## config.mk

```make
export PLATFORM = sky130hd
export DESIGN_NAME = fbpwm_top
export DESIGN_NICKNAME = d
export VERILOG_FILES = /design/src/rtl/fbpwm_pkg.sv /design/src/rtl/fbpwm_divider.sv /design/src/rtl/fbpwm_top.sv
export SDC_FILE = /design/constraint.sdc
export NUM_CORES = 1
export LEC_CHECK = 0
export ABC_CLOCK_PERIOD_IN_PS = 6700
export BUFFER_PORTS_ARGS = -buffer_cell sky130_fd_sc_hd__buf_2
export CAP_MARGIN = 5
export CORE_MARGIN = 2
export CORE_UTILIZATION = 30
export CTS_CLUSTER_SIZE = 8
export DETAILED_ROUTE_END_ITERATION = 8
export PLACE_DENSITY = 0.53
export SYNTH_ARGS = -nofsm -noshare
export SYNTH_HDL_FRONTEND = slang
export SYNTH_SLANG_ARGS = --single-unit
```

## constraint.sdc

```tcl
create_clock -name pclk -period 6.7 [get_ports pclk]
set_input_delay 0.67 -clock pclk [delete_from_list [all_inputs] [get_ports pclk]]
set_output_delay 0.67 -clock pclk [all_outputs]
set_load 0.02 [all_outputs]
```

## src/rtl/fbpwm_pkg.sv

```systemverilog
// Function
// - Output rate is clock over N1*N2*(period+1).
// - One cycle spans period plus one ticks.
// - Worked case: 24 MHz, divider product 10000.
// - Larger duty value gives brighter LED.
// - Exponential map from linear level to duty.
// - One modulator output drives several LEDs.
// - Plain output follows touch, sourcing or sinking.
package fbpwm_pkg;

  localparam int NLED = 4;
  localparam int AW = 8;
  localparam int DW = 32;

  // Register byte addresses.
  localparam logic [AW-1:0] ADDR_CTRL = 8'h00;
  localparam logic [AW-1:0] ADDR_DIV = 8'h04;
  localparam logic [AW-1:0] ADDR_PERIOD = 8'h08;
  localparam logic [AW-1:0] ADDR_LEVEL = 8'h0C;
  localparam logic [AW-1:0] ADDR_STATUS = 8'h10;

  // Control register fields.
  localparam int CTRL_EN = 0;
  localparam int CTRL_MAP = 1;
  localparam int CTRL_SINK = 2;
  localparam int CTRL_MASK_LSB = 4;

  // Divider register fields.
  localparam int DIV1_LSB = 0;
  localparam int DIV2_LSB = 8;

  // Status register fields.
  localparam int STAT_CNT_LSB = 0;
  localparam int STAT_PWM = 8;
  localparam int STAT_DUTY_LSB = 16;
  localparam int STAT_PER_LSB = 24;

  localparam logic [7:0] CTRL_RST = 8'hF0;
  localparam logic [7:0] DIV_RST = 8'h01;
  localparam logic [7:0] PERIOD_RST = 8'hFF;
  localparam logic [7:0] LEVEL_RST = 8'h00;
  localparam logic [7:0] ONE8 = 8'h01;

  // Brightness curve shape and full scale.
  localparam real LUT_B = 0.02;
  localparam real LUT_MAX = 255.0;
  localparam int LUT_N = 256;

  // Clock figures and the worked buzzer configuration.
  localparam real PCLK_PERIOD_NS = 25.0;
  localparam int WORKED_SYSTEM_CLOCK_HZ = 24000000;
  localparam int WORKED_DIV_PRODUCT = 10000;

  typedef struct packed {
    logic psel;
    logic penable;
    logic pwrite;
    logic [AW-1:0] paddr;
    logic [DW-1:0] pwdata;
  } fbpwm_apb_req_t;

  typedef struct packed {
    logic [7:0] cnt;
    logic tick;
  } fbpwm_div_st_t;

  typedef struct packed {
    logic [7:0] ctrl;
    logic [7:0] div1;
    logic [7:0] div2;
    logic [7:0] period;
    logic [7:0] level;
    logic [7:0] per_act;
    logic [7:0] duty_act;
    logic [7:0] cnt;
    logic pwm;
    logic [NLED-1:0] led;
    logic gpio;
    logic [DW-1:0] prdata;
  } fbpwm_st_t;

endpackage

```

## src/rtl/fbpwm_divider.sv

```systemverilog
`timescale 1ns/100ps
`default_nettype none
module fbpwm_divider
  import fbpwm_pkg::*;
(
  input wire logic pclk, // System clock.
  input wire logic presetn, // Asynchronous reset, active low.
  input wire logic en, // Input tick to divide.
  input wire logic [7:0] ratio, // Divide ratio; zero acts as one.
  output logic tick // One-cycle pulse every ratio input ticks.
);

  fbpwm_div_st_t s_r;
  fbpwm_div_st_t s_nxt;
  logic [7:0] last;

  always_comb
  begin
    s_nxt = s_r;
    last = (ratio == 8'h00) ? 8'h00 : ratio - ONE8;
    s_nxt.tick = 1'b0;
    if (en)
    begin
      if (s_r.cnt >= last)
      begin
        s_nxt.cnt = 8'h00;
        s_nxt.tick = 1'b1;
      end
      else
      begin
        s_nxt.cnt = s_r.cnt + ONE8;
      end
    end
  end

  always_ff @(posedge pclk or negedge presetn)
  begin
    if (!presetn)
      s_r <= '0;
    else
      s_r <= s_nxt;
  end

  assign tick = s_r.tick;
endmodule
`default_nettype wire

```

## src/rtl/fbpwm_top.sv

```systemverilog
// Register access over APB and the register addresses were left to the implementer.
`timescale 1ns/100ps
`default_nettype none
module fbpwm_top
  import fbpwm_pkg::*;
(
  input wire logic pclk, // System clock, 40 MHz.
  input wire logic presetn, // Asynchronous reset, active low.
  input wire logic psel, // APB select.
  input wire logic penable, // APB access phase.
  input wire logic pwrite, // APB write when high.
  input wire logic [AW-1:0] paddr, // APB byte address.
  input wire logic [DW-1:0] pwdata, // APB write data.
  output logic [DW-1:0] prdata, // APB read data, from a flop.
  output logic pready, // APB ready, always high.
  output logic pslverr, // APB error for an unmapped address.
  input wire logic touch_det, // Touch flag from the scan logic, same clock.
  output logic pwm_out, // Modulator output.
  output logic [NLED-1:0] led_out, // Modulated LED drives.
  output logic gpio_led // Plain on/off LED drive.
);

  fbpwm_apb_req_t req;
  fbpwm_st_t s_r;
  fbpwm_st_t s_nxt;
  logic tick1;
  logic tick2;
  logic hit;
  logic wr;
  logic [7:0] lut [LUT_N];
  logic [7:0] duty_src;
  logic wrap;
  logic pwm_d;
  logic [7:0] ctrl_d;
  logic [NLED-1:0] led_nxt;

  assign req = '{psel: psel, penable: penable, pwrite: pwrite, paddr: paddr, pwdata: pwdata};

  //////////////////////////////////////////////////////////////////////////////
  // Exponential brightness table, built at elaboration so no file is read.

  for (genvar i = 0; i < LUT_N; i++)
  begin : g_lut
    localparam int V = $rtoi(LUT_MAX * ($exp(i * LUT_B) - 1.0)
                             / ($exp(LUT_MAX * LUT_B) - 1.0) + 0.5);
    assign lut[i] = 8'(V);
  end

  //////////////////////////////////////////////////////////////////////////////
  // Two divider stages in a chain.

  fbpwm_divider u_div1 (
    .pclk(pclk),
    .presetn(presetn),
    .en(s_r.ctrl[CTRL_EN]),
    .ratio(s_r.div1),
    .tick(tick1)
  );

  fbpwm_divider u_div2 (
    .pclk(pclk),
    .presetn(presetn),
    .en(tick1),
    .ratio(s_r.div2),
    .tick(tick2)
  );

  //////////////////////////////////////////////////////////////////////////////
  // Register access and modulator.

  always_comb
  begin
    hit = 1'b0;
    if (req.paddr == ADDR_CTRL)
      hit = 1'b1;
    else if (req.paddr == ADDR_DIV)
      hit = 1'b1;
    else if (req.paddr == ADDR_PERIOD)
      hit = 1'b1;
    else if (req.paddr == ADDR_LEVEL)
      hit = 1'b1;
    else if (req.paddr == ADDR_STATUS)
      hit = 1'b1;
  end

  assign wr = req.psel && req.penable && req.pwrite;
  // Mapping is optional so software can also program raw duty values directly.
  assign duty_src = s_r.ctrl[CTRL_MAP] ? lut[s_r.level] : s_r.level;
  assign wrap = tick2 && (s_r.cnt == s_r.per_act);

  always_comb
  begin
    s_nxt = s_r;
    if (wr)
    begin
      if (req.paddr == ADDR_CTRL)
        s_nxt.ctrl = req.pwdata[7:0];
      else if (req.paddr == ADDR_DIV)
      begin
        s_nxt.div1 = req.pwdata[DIV1_LSB +: 8];
        s_nxt.div2 = req.pwdata[DIV2_LSB +: 8];
      end
      else if (req.paddr == ADDR_PERIOD)
        s_nxt.period = req.pwdata[7:0];
      else if (req.paddr == ADDR_LEVEL)
        s_nxt.level = req.pwdata[7:0];
    end
    // Read data is captured in the setup phase, so it is stable for the access phase.
    if (req.psel && !req.penable && !req.pwrite)
    begin
      s_nxt.prdata = '0;
      if (req.paddr == ADDR_CTRL)
        s_nxt.prdata[7:0] = s_r.ctrl;
      else if (req.paddr == ADDR_DIV)
      begin
        s_nxt.prdata[DIV1_LSB +: 8] = s_r.div1;
        s_nxt.prdata[DIV2_LSB +: 8] = s_r.div2;
      end
      else if (req.paddr == ADDR_PERIOD)
        s_nxt.prdata[7:0] = s_r.period;
      else if (req.paddr == ADDR_LEVEL)
        s_nxt.prdata[7:0] = s_r.level;
      else if (req.paddr == ADDR_STATUS)
      begin
        s_nxt.prdata[STAT_CNT_LSB +: 8] = s_r.cnt;
        s_nxt.prdata[STAT_PWM] = s_r.pwm;
        s_nxt.prdata[STAT_DUTY_LSB +: 8] = s_r.duty_act;
        s_nxt.prdata[STAT_PER_LSB +: 8] = s_r.per_act;
      end
    end
    // While enabled, period and duty are taken only at the wrap so each step of a fade or a
    // breath lands on a whole cycle and never cuts a pulse short.
    if (!s_r.ctrl[CTRL_EN])
    begin
      s_nxt.cnt = 8'h00;
      s_nxt.per_act = s_r.period;
      s_nxt.duty_act = duty_src;
    end
    else if (wrap)
    begin
      s_nxt.cnt = 8'h00;
      s_nxt.per_act = s_r.period;
      s_nxt.duty_act = duty_src;
    end
    else if (tick2)
    begin
      s_nxt.cnt = s_r.cnt + ONE8;
    end
    s_nxt.pwm = pwm_d;
    s_nxt.led = led_nxt;
    s_nxt.gpio = touch_det ^ s_r.ctrl[CTRL_SINK];
  end

  // The LED drives are built from what feeds the state register, not from the
  // next state itself, so they form no loop through it and have one driver.
  assign pwm_d = s_r.ctrl[CTRL_EN] && (s_r.cnt < s_r.duty_act);
  assign ctrl_d = (wr && (req.paddr == ADDR_CTRL)) ? req.pwdata[7:0] : s_r.ctrl;

  for (genvar j = 0; j < NLED; j++)
  begin : g_led
    assign led_nxt[j] = pwm_d && ctrl_d[CTRL_MASK_LSB + j];
  end

  always_ff @(posedge pclk or negedge presetn)
  begin
    if (!presetn)
    begin
      s_r <= '0;
      s_r.ctrl <= CTRL_RST;
      s_r.div1 <= DIV_RST;
      s_r.div2 <= DIV_RST;
      s_r.period <= PERIOD_RST;
      s_r.level <= LEVEL_RST;
      s_r.per_act <= PERIOD_RST;
    end
    else
    begin
      s_r <= s_nxt;
    end
  end

  assign prdata = s_r.prdata;
  assign pready = 1'b1;
  assign pslverr = req.psel && req.penable && !hit;
  assign pwm_out = s_r.pwm;
  assign led_out = s_r.led;
  assign gpio_led = s_r.gpio;
endmodule
`default_nettype wire
```

==> impl_results.md <==
- Post-CTS sizing: 0
- CTS tree: built
- Area growth from synthesis to layout: 11.5%
- Avg Synthesized Cell Area: 9.54 sq um
- Initial Utilization: 0.307
- Vias in the first global route: 5,679
- Fin cells: 1,162
- Clock-pin slew on the worst setup and hold paths: 0.06 ns
- Fillers: 2,590
- H-tree levels: 4
- Clock Path Buffers: 2
- Avg WL per Cell: 16.8 um
- Placed insts: 1,130
- Full die area: 27,200 sq um
- Yosys cell types: 75
- Worst EP arrival: 3.66 ns
- Diode count: 0
- Cells after synthesis: 813
- Final Slew Violations: 0
- GRT overflow: 0
- Placeable Area: 25,300 sq um
- TritonCTS buffer count: 17
- RSZ-0062 raised after global routing: no
- Startpoint types: flop
- Post-synthesis sequential area ratio: 0.391
- Worst-path fanout max: 6
- Max Freq: 298 MHz
- Max_cap viols: 0
- DR WL met2: 8530 um
- Setup Fix Bufs, Post-CTS: 0
- FF-to-FF End: u_div2.tick
- # clock sinks: 120
- DR WL met3: 986 um
- Die width: 165 um
- Met1 wire length: 9730 um
- Multi-input combinational cell area: 4100 sq um
- Status: finished, final reports clean
- Post-detail-place hpwl: 13,900 um
- Router iterations before antenna repair: 4
- GP Congestion: 0.872
- Worst min-delay path class: input port to asynchronous set/reset pin
- Worst r2r src: s_r[82]
- Initial DRC Count: 441
- Setup-failing EPs final: 0
- CP endpoint kind: flop
- Antenna-violating nets left: 0
- Worst vdd ir: 198 uV
- Share of cells above drive strength 1: 0.233
- Worst r2r path cells: 11
- Yosys warns: 0
- Leakage power: 3.84 nW
- Slew headroom: 0.381
- Die Ht: 165 um
- Final worst-path cycle share: 0.501
- Worst EP required: 7.00 ns
- Synth Cell Area: 7760 sq um
- Most frequent cells in the layout: dfrtp_1 (98), buf_2 (67), nand2_1 (59), o21ai_0 (47)
- Setup TNS: 0 ns
- Largest net degree at the start of global routing: 73
- Rows: 58
- WL final: 19,500 um
- Most common cell after layout, fill and taps aside: dfrtp_1
- All-Layer GR Usage: 0.148
- Hold Vio Cnt, Final: 0
- # DRC: 0
- Nets: 902
- Register Area: 3030 sq um
- Via/cell ratio: 5.09
- Most used DFF post-synth: dfrtp_1
- Clk_lat worst skew: 0.41 ns
- Antenna violations before repair: 0
- PwrDens: 202 nW/um^2
- Top routing layer in use: met4
- Cts hold-fix bufs: 0
- Top Ports: 86
- Yosys reg bits: 120
- Crit Path Category: flop to flop
- Post-synth EDFFs: 0
- CTS root buf: clkbuf_16
- Vias: 5,909
- Port buffer count: 68
- Worst slew pin tran: 0.928 ns
- Final min period: 3.36 ns
- Async S/R FF share, synth: 1.00
- First-pass GRT wire length: 31,500 um
- Worst reg2reg setup slack: 3.34 ns
- Syn Nets: 896
- Setup Skew: 0.0117 ns
-- Yosys cell counts (all sizes together), types with 9 or more instances --
master | n | area [sq um]
nor2 | 49 | 199
a22o | 23 | 201
nand2b | 20 | 125
nand3 | 20 | 100
a31oi | 19 | 119
ha | 37 | 463
clkbuf | 31 | 116
nand4 | 9 | 56.3
nand2 | 60 | 228
o21ai | 47 | 235
nor2b | 11 | 68.8
dfstp | 22 | 578
a21oi | 38 | 190
nor3 | 17 | 96.4
inv | 33 | 124
dfrtp | 98 | 2450
buf | 58 | 399
o22ai | 12 | 75.1
xnor2 | 16 | 140
xor2 | 15 | 131
mux2 | 45 | 507
a21o | 12 | 90.1
-- layout make-up --
class / count / share of cell area
Clock buffer: 21 / 0.0532
Clock inverter: 11 / 0.0142
Inverter: 33 / 0.0143
Multi-Input combinational cell: 571 / 0.474
Sequential cell: 120 / 0.350
Tap cell: 330 / 0.0477
Timing Repair Buffer: 76 / 0.0466
-- stage by stage --
stage	total power (W)	area, sq um	utilization	hold WS (ns)	setup slack, ns
after floorplan	0.000819	7760	-	0.374	3.73
after global placement	0.000863	8070	0.319	0.459	3.35
after detailed placement	0.000864	8070	0.319	0.465	3.34
after CTS	0.00177	8650	0.342	0.292	3.31
after global routing	0.00183	8650	0.342	0.319	2.99
final	0.00175	8650	0.342	0.263	3.34
-- cell families (layout without fill, tap and decap cells) --
family | after synthesis | after routing | synth area share
AND/OR/NAND/NOR | 226 | 226 | 0.149
AO/OA/AOI/OAI | 220 | 220 | 0.192
XOR/XNOR | 31 | 31 | 0.0350
adder cells (fa/ha/maj) | 37 | 37 | 0.0597
flip-flops | 120 | 120 | 0.391
buffers and inverters | 122 | 141 | 0.0824
other | 1 | 1 | 0.000483
multiplexers | 56 | 56 | 0.0908
-- metal layers --
layer  up-vias  track usage
met5         -            0
met4         0       0.0423
met3        13       0.0299
met2       147        0.219
met1      2816        0.219
li1       2933            -
-- worst max-delay path: stages (launching register included) --
cell and delay (ns):
dfrtp_1 0.44, nor4_1 0.36, nand2_1 0.14, or3_1 0.40
and2_1 0.20, ha_1 0.28, nand2b_1 0.14, a21o_1 0.17
a21o_1 0.16, a21oi_1 0.36, o21ai_0 0.33, and2_1 0.27
-- power by group --
group / switching, W / internal [W] / leakage (nW)
clock network: 0.000331 / 0.000566 / 0.275
logic: 0.0000667 / 0.0000378 / 2.00
registers: 0.0000103 / 0.000736 / 1.57
-- how the worst max path moves through the flow --
| stage | startpoint | to | slack (ns) | cells past startpoint |
|---|---|---|---|---|
| 2_1_floorplan | s_r[81] | u_div2.tick | 3.73 | 11 |
| 3_3_place_gp | s_r[82] | u_div2.tick | 3.35 | 11 |
| 3_5_place_dp | s_r[82] | u_div2.tick | 3.34 | 11 |
| 4_1_cts | s_r[82] | u_div2.tick | 3.31 | 11 |
| 5_1_grt | s_r[82] | u_div2.tick | 2.99 | 11 |
| 6_report | s_r[82] | u_div2.tick | 3.34 | 11 |
-- sequential cells by signal (all words and copies together) (netlist names) --
| register | cells |
|---|---|
| u_div1.tick | 1 |
| u_div1.s_r | 8 |
| prdata | 32 |
| pwm_out | 1 |
| s_r | 64 |
| led_out | 4 |
| u_div2.tick | 1 |
| u_div2.s_r | 8 |
| gpio_led | 1 |
Power figures use the tool's default switching activity.
